$ cat src/rtl/sbc_pkg.sv
package sbc_pkg;

  localparam int unsigned ADDR_W = 32;
  localparam int unsigned BLK_W  = 64;
  localparam int unsigned KEY_W  = 64;
  localparam int unsigned GPIO_W = 12;
  localparam int unsigned CORES  = 3;

  // Strap positions on the general-purpose pins.
  localparam int unsigned MODE_LSB   = 0;
  localparam int unsigned MODE_W     = 4;
  localparam int unsigned LAYOUT_BIT = 5;
  localparam int unsigned CFG_LSB    = 8;
  localparam int unsigned CFG_W      = 4;

  localparam logic [3:0] NUM_MODES = 4'hb;

  localparam int unsigned    PLL_MULT_W    = 6;
  localparam logic [5:0]     PLL_MULT_BOOT = 6'h10;

  localparam logic [6:0] I2C_ADDR_BASE = 7'h50;
  localparam logic [6:0] I2C_ADDR_ALT  = 7'h51;

  localparam logic [31:0] MAGIC_SHARED = 32'h008f_fffc;
  localparam logic [31:0] MAGIC_SPLIT2 = 32'h0087_fffc;
  localparam logic [31:0] NOBOOT_ENTRY = 32'h0080_0000;

  // Entry table index: {layout, selector}.
  localparam logic [1:0] ROM_SEL_SECROM = 2'h0;
  localparam logic [1:0] ROM_SEL_NOBOOT = 2'h1;
  localparam logic [1:0] ROM_SEL_MAGIC1 = 2'h2;
  localparam logic [1:0] ROM_SEL_MAGIC2 = 2'h3;

  localparam logic [2:0] CORES_ALL  = 3'h7;
  localparam logic [2:0] CORES_NONE = 3'h0;
  localparam logic [2:0] CORES_SEC  = 3'h6;

  typedef enum logic [3:0] {
    BM_NO_BOOT     = 4'h0,
    BM_I2C_MST     = 4'h1,
    BM_I2C_MST_ALT = 4'h2,
    BM_I2C_SLV     = 4'h3,
    BM_SRIO_0      = 4'h4,
    BM_SRIO_1      = 4'h5,
    BM_SRIO_2      = 4'h6,
    BM_SRIO_3      = 4'h7,
    BM_ETHERNET_MAC_PORT_MST    = 4'h8,
    BM_ETHERNET_MAC_PORT_SLV    = 4'h9,
    BM_ETHERNET_MAC_PORT_FORCED = 4'ha
  } sbc_mode_e;

  typedef enum logic [3:0] {
    S_SAMPLE  = 4'h0,
    S_DECODE  = 4'h1,
    S_PLL     = 4'h2,
    S_SECROM  = 4'h3,
    S_LOAD    = 4'h4,
    S_DECRYPT = 4'h5,
    S_AUTH    = 4'h6,
    S_ENTRY   = 4'h7,
    S_RUN     = 4'h8,
    S_HALT    = 4'h9
  } sbc_state_e;

  typedef struct packed {
    logic [MODE_W-1:0] mode;
    logic [CFG_W-1:0]  cfg;
    logic              layout;
  } sbc_straps_s;

  typedef struct packed {
    logic [ADDR_W-1:0] addr;
    logic [BLK_W-1:0]  data;
  } sbc_word_s;

  typedef struct packed {
    sbc_state_e                  state;
    logic [2:0]                  step;
    sbc_straps_s                 straps;
    logic                        mode_ok;
    logic                        secure;
    logic                        encrypt;
    logic                        fault;
    logic [KEY_W-1:0]            key;
    logic [PLL_MULT_W-1:0]       pll_mult;
    logic                        pll_update;
    logic [6:0]                  i2c_addr;
    logic                        load_ready;
    logic                        last;
    sbc_word_s                   word;
    logic                        des_req;
    logic                        mem_wr_en;
    sbc_word_s                   mem_wr;
    logic [ADDR_W-1:0]           boot_entry;
    logic [2:0]                  rom_idx;
    logic [CORES-1:0]            core_rst_n;
    logic [CORES-1:0]            core_hold;
    logic [CORES-1:0][ADDR_W-1:0] core_entry;
    logic                        page_alloc;
    logic                        ext_gnt;
    logic                        ext_deny;
    logic                        boot_done;
  } sbc_state_s;

  localparam sbc_state_s STATE_RST = '0;

endpackage

$ cat src/rtl/sbc_entry_rom.sv
`timescale 1ns/100ps
module sbc_entry_rom
  import sbc_pkg::*;
#(
  parameter logic [ADDR_W-1:0] SEC_ROM_ENTRY = 32'h0010_0000
) (
  input  wire logic              sys_clk, // System clock.
  input  wire logic              srst,    // Synchronous reset.
  input  wire logic [2:0]        rd_idx,  // Index {layout, selector}.
  output logic      [ADDR_W-1:0] rd_data  // Registered entry address.
);

  logic [ADDR_W-1:0] next_rd_data;

  always_comb begin
    case (rd_idx[1:0])
      ROM_SEL_SECROM: next_rd_data = SEC_ROM_ENTRY;
      ROM_SEL_NOBOOT: next_rd_data = NOBOOT_ENTRY;
      ROM_SEL_MAGIC1: next_rd_data = MAGIC_SHARED;
      // Layout 0 splits the two secondary cores onto separate magic words.
      ROM_SEL_MAGIC2: next_rd_data = rd_idx[2] ? MAGIC_SHARED : MAGIC_SPLIT2;
      default:        next_rd_data = NOBOOT_ENTRY;
    endcase
  end

  always_ff @(posedge sys_clk) begin
    if (srst) begin
      rd_data <= '0;
    end else begin
      rd_data <= next_rd_data;
    end
  end

endmodule

$ cat src/rtl/sbc_boot_ctrl.sv
`timescale 1ns/100ps
module sbc_boot_ctrl
  import sbc_pkg::*;
#(
  parameter logic [ADDR_W-1:0] SEC_ROM_ENTRY = 32'h0010_0000
) (
  input  wire logic                          sys_clk,        // 40 MHz clock.
  input  wire logic                          srst,           // Synchronous reset, high.
  input  wire logic [GPIO_W-1:0]             gpio_in,        // Strap pins.
  input  wire logic                          fuse_secure,    // Security fuse programmed.
  input  wire logic                          fuse_key_valid, // Key fuses programmed.
  input  wire logic [KEY_W-1:0]              fuse_key,       // Fused decryption key.
  input  wire logic                          main_pll_lock,  // Main PLL locked.
  input  wire logic                          load_valid,     // Image word offered.
  input  wire sbc_word_s                     load_word,      // Image address and data.
  input  wire logic                          load_last,      // Last word of image.
  input  wire logic [ADDR_W-1:0]             load_entry,     // Boot table entry.
  input  wire logic                          des_done,       // Decryption finished.
  input  wire logic [BLK_W-1:0]              des_plain,      // Decrypted block.
  input  wire logic                          auth_done,      // Authentication finished.
  input  wire logic                          auth_ok,        // Image authentic.
  input  wire logic                          ext_req,        // External memory request.
  output logic                               load_ready,     // Ready for a word.
  output logic                               des_req,        // Decryption request.
  output logic [KEY_W-1:0]                   des_key,        // Key for decryption.
  output logic [BLK_W-1:0]                   des_block,      // Cipher block.
  output logic                               mem_wr_en,      // Internal memory write.
  output sbc_word_s                          mem_wr,         // Write address and data.
  output sbc_straps_s                        straps,         // Latched straps.
  output logic                               mode_ok,        // Mode code supported.
  output logic                               secure_boot,    // Secure variant active.
  output logic                               boot_fault,     // Boot aborted.
  output logic [PLL_MULT_W-1:0]              main_pll_mult,  // Main PLL multiplier.
  output logic                               main_pll_update,// Multiplier load pulse.
  output logic [6:0]                         i2c_slave_addr, // I2C master target.
  output logic [CORES-1:0]                   core_rst_n,     // Core resets, low.
  output logic [CORES-1:0]                   core_hold,      // Core waits at entry.
  output logic [CORES-1:0][ADDR_W-1:0]       core_entry,     // Core entry addresses.
  output logic                               ram_page_alloc, // Page allocation pulse.
  output logic                               ext_gnt,        // External access granted.
  output logic                               ext_deny,       // External access denied.
  output logic                               boot_done       // All cores running.
);

  sbc_state_s        st;
  sbc_state_s        next_st;
  // Read data of the entry table, valid one cycle after its index.
  logic [ADDR_W-1:0] rom_q;

  // The table and its index are registered, so every read is issued two cycles before it is used.
  sbc_entry_rom #(
    .SEC_ROM_ENTRY (SEC_ROM_ENTRY)
  ) u_rom (
    .sys_clk (sys_clk),
    .srst    (srst),
    .rd_idx  (st.rom_idx),
    .rd_data (rom_q)
  );

  always_comb begin
    // Pulses last one cycle unless a state raises them again.
    next_st            = st;
    next_st.pll_update = 1'b0;
    next_st.page_alloc = 1'b0;
    next_st.mem_wr_en  = 1'b0;
    next_st.ext_gnt    = 1'b0;
    next_st.ext_deny   = 1'b0;

    // The gate answers in every state, so no outside agent slips in while boot runs on a part with fuse_secure set.
    // Fuse blocks externals.
    // Only internal memory is gated; peripheral and DDR2 paths bypass this block.
    if (ext_req) begin
      next_st.ext_gnt  = ~fuse_secure;
      next_st.ext_deny = fuse_secure;
    end

    case (st.state)
      S_SAMPLE: begin
        // Pins are read in the first cycle after reset only; the board may reuse them later.
        // Straps latched once.
        next_st.straps.mode   = gpio_in[MODE_LSB +: MODE_W];
        next_st.straps.cfg    = gpio_in[CFG_LSB +: CFG_W];
        next_st.straps.layout = gpio_in[LAYOUT_BIT];
        next_st.state         = S_DECODE;
      end
      S_DECODE: begin
        // Other codes unsupported.
        // Codes above the last mode name interfaces that this part does not have.
        next_st.mode_ok    = st.straps.mode < NUM_MODES;
        next_st.i2c_addr   = (st.straps.mode == BM_I2C_MST_ALT) ? I2C_ADDR_ALT
                                                                 : I2C_ADDR_BASE;
        next_st.secure     = fuse_secure;
        next_st.encrypt    = fuse_key_valid;
        // The key is copied once, so the cipher engine sees one value for the whole image.
        next_st.key        = fuse_key;
        next_st.pll_mult   = PLL_MULT_BOOT;
        next_st.pll_update = 1'b1;
        next_st.state      = S_PLL;
      end
      S_PLL: begin
        // Nothing is loaded before lock, since the load path runs from the multiplied clock.
        if (main_pll_lock) begin
          next_st.step = 3'h0;
          if (!st.mode_ok) begin
            next_st.fault = 1'b1;
            next_st.state = S_HALT;
          end else if (st.secure) begin
            next_st.rom_idx = {st.straps.layout, ROM_SEL_SECROM};
            next_st.state   = S_SECROM;
          end else if (st.straps.mode == BM_NO_BOOT) begin
            next_st.state = S_ENTRY;
          end else begin
            next_st.load_ready = 1'b1;
            next_st.state      = S_LOAD;
          end
        end
      end
      S_SECROM: begin
        // Entry table answers one cycle after the index is registered.
        if (st.step == 3'h0) begin
          next_st.step = 3'h1;
        end else begin
          next_st.core_entry = {CORES{rom_q}};
          next_st.core_rst_n = CORES_ALL;
          next_st.core_hold  = CORES_SEC;
          next_st.page_alloc = 1'b1;
          next_st.step       = 3'h0;
          // The no-boot code brings no image, so it goes straight to the check.
          if (st.straps.mode == BM_NO_BOOT) begin
            next_st.state = S_AUTH;
          end else begin
            next_st.load_ready = 1'b1;
            next_st.state      = S_LOAD;
          end
        end
      end
      S_LOAD: begin
        // A word offered while load_ready is low stays on the bus and is taken later.
        // Same path for pushed and pulled images.
        if (load_valid && st.load_ready) begin
          next_st.load_ready = 1'b0;
          next_st.word       = load_word;
          next_st.last       = load_last;
          if (load_last) begin
            next_st.boot_entry = load_entry;
          end
          if (st.encrypt) begin
            next_st.des_req = 1'b1;
            next_st.state   = S_DECRYPT;
          end else begin
            // Plain words are written back to back, one per cycle.
            next_st.mem_wr_en = 1'b1;
            next_st.mem_wr    = load_word;
            if (load_last) begin
              next_st.state = st.secure ? S_AUTH : S_ENTRY;
            end else begin
              next_st.load_ready = 1'b1;
            end
          end
        end
      end
      S_DECRYPT: begin
        // One block is in flight at a time, trading load rate for an engine without a queue.
        if (des_done) begin
          next_st.des_req     = 1'b0;
          next_st.mem_wr_en   = 1'b1;
          next_st.mem_wr.addr = st.word.addr;
          next_st.mem_wr.data = des_plain;
          if (st.last) begin
            next_st.state = st.secure ? S_AUTH : S_ENTRY;
          end else begin
            next_st.load_ready = 1'b1;
            next_st.state      = S_LOAD;
          end
        end
      end
      S_AUTH: begin
        if (auth_done) begin
          if (auth_ok) begin
            next_st.step  = 3'h0;
            next_st.state = S_ENTRY;
          end else begin
            // A rejected image puts every core back into reset at once.
            next_st.fault      = 1'b1;
            next_st.core_rst_n = CORES_NONE;
            next_st.state      = S_HALT;
          end
        end
      end
      S_ENTRY: begin
        // Public boot keeps every core in reset until this walk is done.
        // Walks the entry table; each read lands two steps after its index.
        case (st.step)
          3'h0: begin
            next_st.rom_idx = {st.straps.layout, ROM_SEL_MAGIC1};
          end
          3'h1: begin
            next_st.rom_idx = {st.straps.layout, ROM_SEL_MAGIC2};
          end
          3'h2: begin
            next_st.core_entry[1] = rom_q;
            next_st.rom_idx       = {st.straps.layout, ROM_SEL_NOBOOT};
          end
          3'h3: begin
            next_st.core_entry[2] = rom_q;
          end
          default: begin
            // Core 0 jumps to boot table entry, or to the no-boot entry in no-boot mode.
            next_st.core_entry[0] = (st.straps.mode == BM_NO_BOOT) ? rom_q
                                                                  : st.boot_entry;
            next_st.state         = S_RUN;
          end
        endcase
        if (st.step != 3'h4) begin
          next_st.step = st.step + 3'h1;
        end
      end
      S_RUN: begin
        // This state is final; only a new reset starts another boot.
        // Release secondary cores.
        next_st.core_rst_n = CORES_ALL;
        next_st.core_hold  = CORES_NONE;
        next_st.boot_done  = 1'b1;
      end
      S_HALT: begin
        // A failed secure boot must not leave any core running loaded code.
        // Loading stops too, so a half-written image is never completed.
        next_st.core_rst_n = CORES_NONE;
        next_st.load_ready = 1'b0;
        next_st.des_req    = 1'b0;
      end
      default: begin
        next_st.state = S_HALT;
      end
    endcase
  end

  // One register holds every state bit, so the reset value is a single constant.
  always_ff @(posedge sys_clk) begin
    if (srst) begin
      st <= STATE_RST;
    end else begin
      st <= next_st;
    end
  end

  // Every output is a bit of the state register, so none glitches between edges.
  assign load_ready      = st.load_ready;
  assign des_req         = st.des_req;
  assign des_key         = st.key;
  assign des_block       = st.word.data;
  assign mem_wr_en       = st.mem_wr_en;
  assign mem_wr          = st.mem_wr;
  assign straps          = st.straps;
  assign mode_ok         = st.mode_ok;
  assign secure_boot     = st.secure;
  assign boot_fault      = st.fault;
  assign main_pll_mult   = st.pll_mult;
  assign main_pll_update = st.pll_update;
  assign i2c_slave_addr  = st.i2c_addr;
  assign core_rst_n      = st.core_rst_n;
  assign core_hold       = st.core_hold;
  assign core_entry      = st.core_entry;
  assign ram_page_alloc  = st.page_alloc;
  assign ext_gnt         = st.ext_gnt;
  assign ext_deny        = st.ext_deny;
  assign boot_done       = st.boot_done;

endmodule

$ cat config.mk
export PLATFORM = sky130hd
export DESIGN_NAME = sbc_boot_ctrl
export DESIGN_NICKNAME = d
export VERILOG_FILES = /design/src/rtl/sbc_pkg.sv /design/src/rtl/sbc_entry_rom.sv /design/src/rtl/sbc_boot_ctrl.sv
export SDC_FILE = /design/constraint.sdc
export NUM_CORES = 1
export LEC_CHECK = 0
export BUFFER_PORTS_ARGS = -buffer_cell sky130_fd_sc_hd__buf_2
export CAP_MARGIN = 20
export CORE_AREA = 4 4 243 245
export DETAILED_ROUTE_END_ITERATION = 8
export DIE_AREA = 0 0 247 249
export PLACE_DENSITY_LB_ADDON = 0.15
export SLEW_MARGIN = 10
export SYNTH_ARGS = -nofsm -noshare
export SYNTH_HDL_FRONTEND = slang
export SYNTH_SLANG_ARGS = --single-unit
$ cat constraint.sdc
create_clock -name sys_clk -period 2.4 [get_ports sys_clk]
set_input_delay 0.48 -clock sys_clk [delete_from_list [all_inputs] [get_ports sys_clk]]
set_output_delay 0.48 -clock sys_clk [all_outputs]
set_load 0.03 [all_outputs]
Word-level counts from Yosys, hierarchy flattened. Cells that the tools add are included.

Flip-flop bits (word level): 462. Bits of input ports: 279. Output and inout bits: 359.

$add $sub $neg: 1. $lt $le $gt $ge: 1. Eq/ne operators: 37. Muxes and demuxes: 61. Bitwise logic cells: 4. Reduce and logical (&&, ||, !) cells: 32.

Operator list (number): 2-to-1 mux 228 bit (1); case mux 97 bit (2 select lines) (1); case mux 96 bit (2 select lines) (1); 2-to-1 mux 32 bit (5); case mux 32 bit (4 select lines) (1); 2-to-1 mux 103 bit (1); 2-to-1 mux 98 bit (1); 2-to-1 mux 97 bit (1); 2-to-1 mux 4 bit (9); case mux 4 bit (9 select lines) (1); != test 2 bit (second input constant) (16); case mux 3 bit (4 select lines) (2); 2-to-1 mux 3 bit (7); 2-to-1 mux 20 bit (1); 2-to-1 mux 1 bit (17); equality test 4 x 3 -> 1 bit (second input constant) (4); AND reduction 8 bit (2); AND reduction 5 bit (3); 2-to-1 mux 7 bit (2); equality test 4 x 2 -> 1 bit (second input constant) (3); case mux 3 bit (2 select lines) (2); AND reduction 3 bit (4); AND reduction 4 bit (3); nonzero test 2 bit (5); 28 further kinds (43).

Longest topological paths before layout.
Depth in word-level cells: 6. Gate-level depth with buffers: 9. Mapped depth without buffers: 7.

Cells and area by module. From an unflattened synthesis, not the netlist that was laid out.

Cell total of the unflattened synthesis: 2264. Area, all modules: 18554.0 sq um.

By module, submodules not included: sbc_boot_ctrl (times used 1, cells each 2225, area each 18218.7 sq um); sbc_entry_rom (times used 1, cells each 39, area each 335.3 sq um).

Least setup slack after synthesis. Ideal clock, no wire load.

Path type: reg-to-reg. Start point: register st[428] in the netlist's numbering. End point: register st, in the netlist core_entry[10]. Setup time: 0.134 ns. Data arrival time: 1.844 ns. Required time: 2.266 ns. Path slack: 0.422 ns. Stages on the path, launching flop included: 9. Path buffers: 1. Clock period less this slack: 1.978 ns. Path through: dfxtp_1 -> inv_1 -> ha_1 -> o21ba_2 -> o31ai_2 -> nand2b_1 -> a31oi_2 -> buf_4 -> a211oi_1.

Cells in the longest elaborated chain, start to end: 4.

RTL lines: from (decl) (line sbc_boot_ctrl.sv:45) `sbc_state_s st;`; from (signal assigned) (line sbc_boot_ctrl.sv:243) `st <= next_st;`; equality test 3 x 2 -> 1 bit, or another cell as far along (line sbc_boot_ctrl.sv:193) `case (st.step)`; OR reduction 4 bit (no line); != test 2 bit (no line); AND reduction 3 bit (no line) *.

Every way passes the cells marked *; elsewhere a longest branch is shown, timed or not. A chain may end at the register's enable or synchronous reset.

Worst setup path after layout.
Start point: register st[428] in the netlist's numbering. End point: register st, in the netlist core_entry[2].

The elaborated chain is that of the path after synthesis.

==> results.yml <==
clock_network:
  cts_made_buffers: 43
  root_buffer: "clkbuf_16"
  cts_sinks: 368
  ctsResizeCount: 0
  insertion_delay_ns: 0.56
  clk_pin_slew_ns: 0.06
  cts_tree: "done"
  cts_max_level: 2
  postCtsHoldBufs: 0
  postCtsSetupBuffers: 0
  clock_path_buffers: 3
setup_path:
  crit_fanout: 17
  cp.arrival_ns: 2.62
  max_stage_delay_ns: 0.49
  endpoint_kind: "flip-flop"
  critical_path_class: "flip-flop to flip-flop"
  cpMaxStageDelayCell: "o21ai_0"
  rrSetupSlack_ns: 0.25
  path_common_cell: "nand2b_1"
  required_ns: 2.86
  cpLargestDelayFamily: "compound AO/OA/AOI/OAI gates"
  start_kind: "flip-flop"
  cp_num_buf_inv: 2
  cp_cell_sequence: "inv_1 -> ha_1 -> nand2b_1 -> o21ai_0 -> nand2b_1 -> a31oi_2 -> buf_4 -> a211oi_1"
synth:
  synth_flop_cell: "dfxtp_1"
  synth_top_area_share_pct: 45.44
  synth_edf_count: 0
  synthDominantAreaCellType: "dfxtp_1"
  yosysUniqueCellTypes: 63
  async_flop_share_pct: 0
  avgSynthCellArea_um2: 8.365
  syn-cell-area_um2: 16210
  synth-seq-area-share_pct: 45.44
  yosys_warnings: 0
  yosys-top-cells-area: "dfxtp_1 (45%), buf_4 (16%), nand2_1 (10%)"
  synth.ff_latch_count: 368
  syn_inst: 1938
power:
  clock_power_share_pct: 35.1
  power_leakage_nw: 8.363
  p_int_mw: 12.10
  power.density_nw_per_um2: 958.6
  power_switching_mw: 6.264
  sw_frac_of_total_pct: 34.11
  total_power_mw: 18.37
  combPwrFrac_pct: 26.5
  ir_worst_vdd_mv: 0.5309
  seqPwrFrac_pct: 38.4
floorplan:
  core_area_um2: 57140
  initial_core_util_pct: 28.37
  io_pins: 638
  fp.dieH_um: 249
  rows: 88
  fp.dieW_um: 247
  die_area_um2: 61500
routing:
  routedWlPerCell_um: 18.02
  drc: 0
  route.vias.total: 13718
  routed_via_density: 4.597
  drt-initial-drc-count: 939
  first_pass_iters: 8
  postRouteAntennaNets: 0
  wl_um: 53770
global_routing:
  grt_overflow: 0
  grt_pass1_wl_um: 80480
  antenna_found_initial: 10
  grt_pass1_vias: 13366
  grt_max_degree: 98
  track_usage_pct: 16.39
sta:
  relSlewSlack_pct: 53.95
  fin_tns_setup_ns: 0
  min_period_over_period_pct: 89.69
  max_freq_ghz: 0.4646
  rsz0062_at_grt: "no"
  fin_skew_ns: 0.01885
  worstMarginPinSlew_ns: 0.6907
  fin_hold_ws_ns: 0.1554
  fin_crit_ns: 2.153
  slew_viol_final: 0
  hold_violations: 0
  setup_violations: 0
job:
  drv_cap: 0
status:
  status: "finished clean"
cells_and_area:
  seqCellArea_um2: 7367
  multi_input_area_um2: 5734
  final_cell_mix: "buf_2 (599), nand2_1 (439), dfxtp_1 (368), a21oi_1 (220), nor2_1 (157)"
  final_common_cell: "buf_2"
  fillCellCount: 6125
  fin_nets: 2471
  area_delta_synth_final_pct: 18.18
  drive_gt1_share_pct: 33.12
placed_design:
  dpl.hpwl_um: 38740
  port_buffers: 600
  gp_congestion: 0.7946
hold_path:
  hold_path_class: "primary input to flip-flop"
[flip-flops by register name, indices dropped and copies added (netlist names), 2 cells and up]
| name | count |
|---|---|
| core_entry | 40 |
| des_block | 64 |
| des_key | 64 |
| i2c_slave_addr | 2 |
| mem_wr | 96 |
| st | 76 |
| straps | 9 |
| u_rom.rd_data | 4 |
[worst min-delay path: stages]
cell	delay [ns]
buf_2	0.10
nand2_1	0.04
a21oi_1	0.05
[Yosys cell counts (all sizes together) (2+ instances only)]
library cell	n
buf	403
nor3	10
a211oi	20
inv	9
a222oi	96
nor4	2
and3b	3
o31ai	3
a32oi	2
o211ai	2
mux2	2
or2	2
nor2	159
nand3	17
nand2	441
a311oi	4
dfxtp	368
ha	5
o21ai	8
mux2i	20
a21oi	220
or4	2
a2111oi	2
a21boi	2
nand2b	11
nor2b	10
nor3b	5
o21a	2
nand3b	2
and2	5
o211a	2
clkbuf	80
a31oi	3
[worst paths after layout]
| kind | to | start | cells past startpoint |
|---|---|---|---|
| max | core_entry[2] | st[428] | 8 |
| min | des_key[62] | fuse_key[62] | 3 |
| max reg2reg | core_entry[2] | st[428] | 8 |
| min reg2reg | core_entry[0] | core_entry[0] | 2 |
[logic make-up (layout without fill, tap and decap cells)]
family / Yosys count / in the layout / synth area share, %
buf+inv: 492 / 737 / 20.15
fa+ha+maj: 5 / 5 / 0.3859
compound gates: 377 / 377 / 15.64
mux: 22 / 22 / 1.374
simple gates: 673 / 673 / 16.98
flops: 368 / 368 / 45.44
other cells: 1 / 37 / 0.02313
[power by group through the flow]
stage	clock network (mW)	logic, mW	registers (mW)
floorplan	0	3.88	7.06
global placement	0	4.92	7.16
detailed placement	0	4.93	7.18
CTS	6.70	4.93	7.05
global route	6.95	5.29	7.12
finish	6.45	4.87	7.05
[layer usage]
| metal | global-route usage (%) | part of all wire (%) |
|---|---|---|
| met5 | 0 | 0.11 |
| met4 | 4.247 | 2.1 |
| met3 | 5.737 | 9.5 |
| met2 | 27.38 | 48 |
| met1 | 20.09 | 40 |
[area by class of cell]
cell class / instances / area share [%]
Timing Repair Buffer: 654 / 19.15
Sequential cell: 368 / 38.45
Antenna cell: 3 / 0.03918
Multi-Input combinational cell: 1111 / 29.93
Clock buffer: 68 / 6.896
Clock inverter: 6 / 0.3657
Inverter: 9 / 0.1763
Tap cell: 765 / 4.996
[metrics by stage]
stage	instances	utilization [%]	setup WS (ns)	area, µm²
final	2984	33.53	0.2474	19160
after CTS	2981	33.52	0.1862	19150
after detailed placement	2907	31.08	0.1932	17760
after global placement	2907	31.08	0.2626	17760
after floorplan	1971	-	0.4222	16340
after global routing	2983	33.52	0.07021	19160
Note: power is estimated with default switching activity, not from simulation.
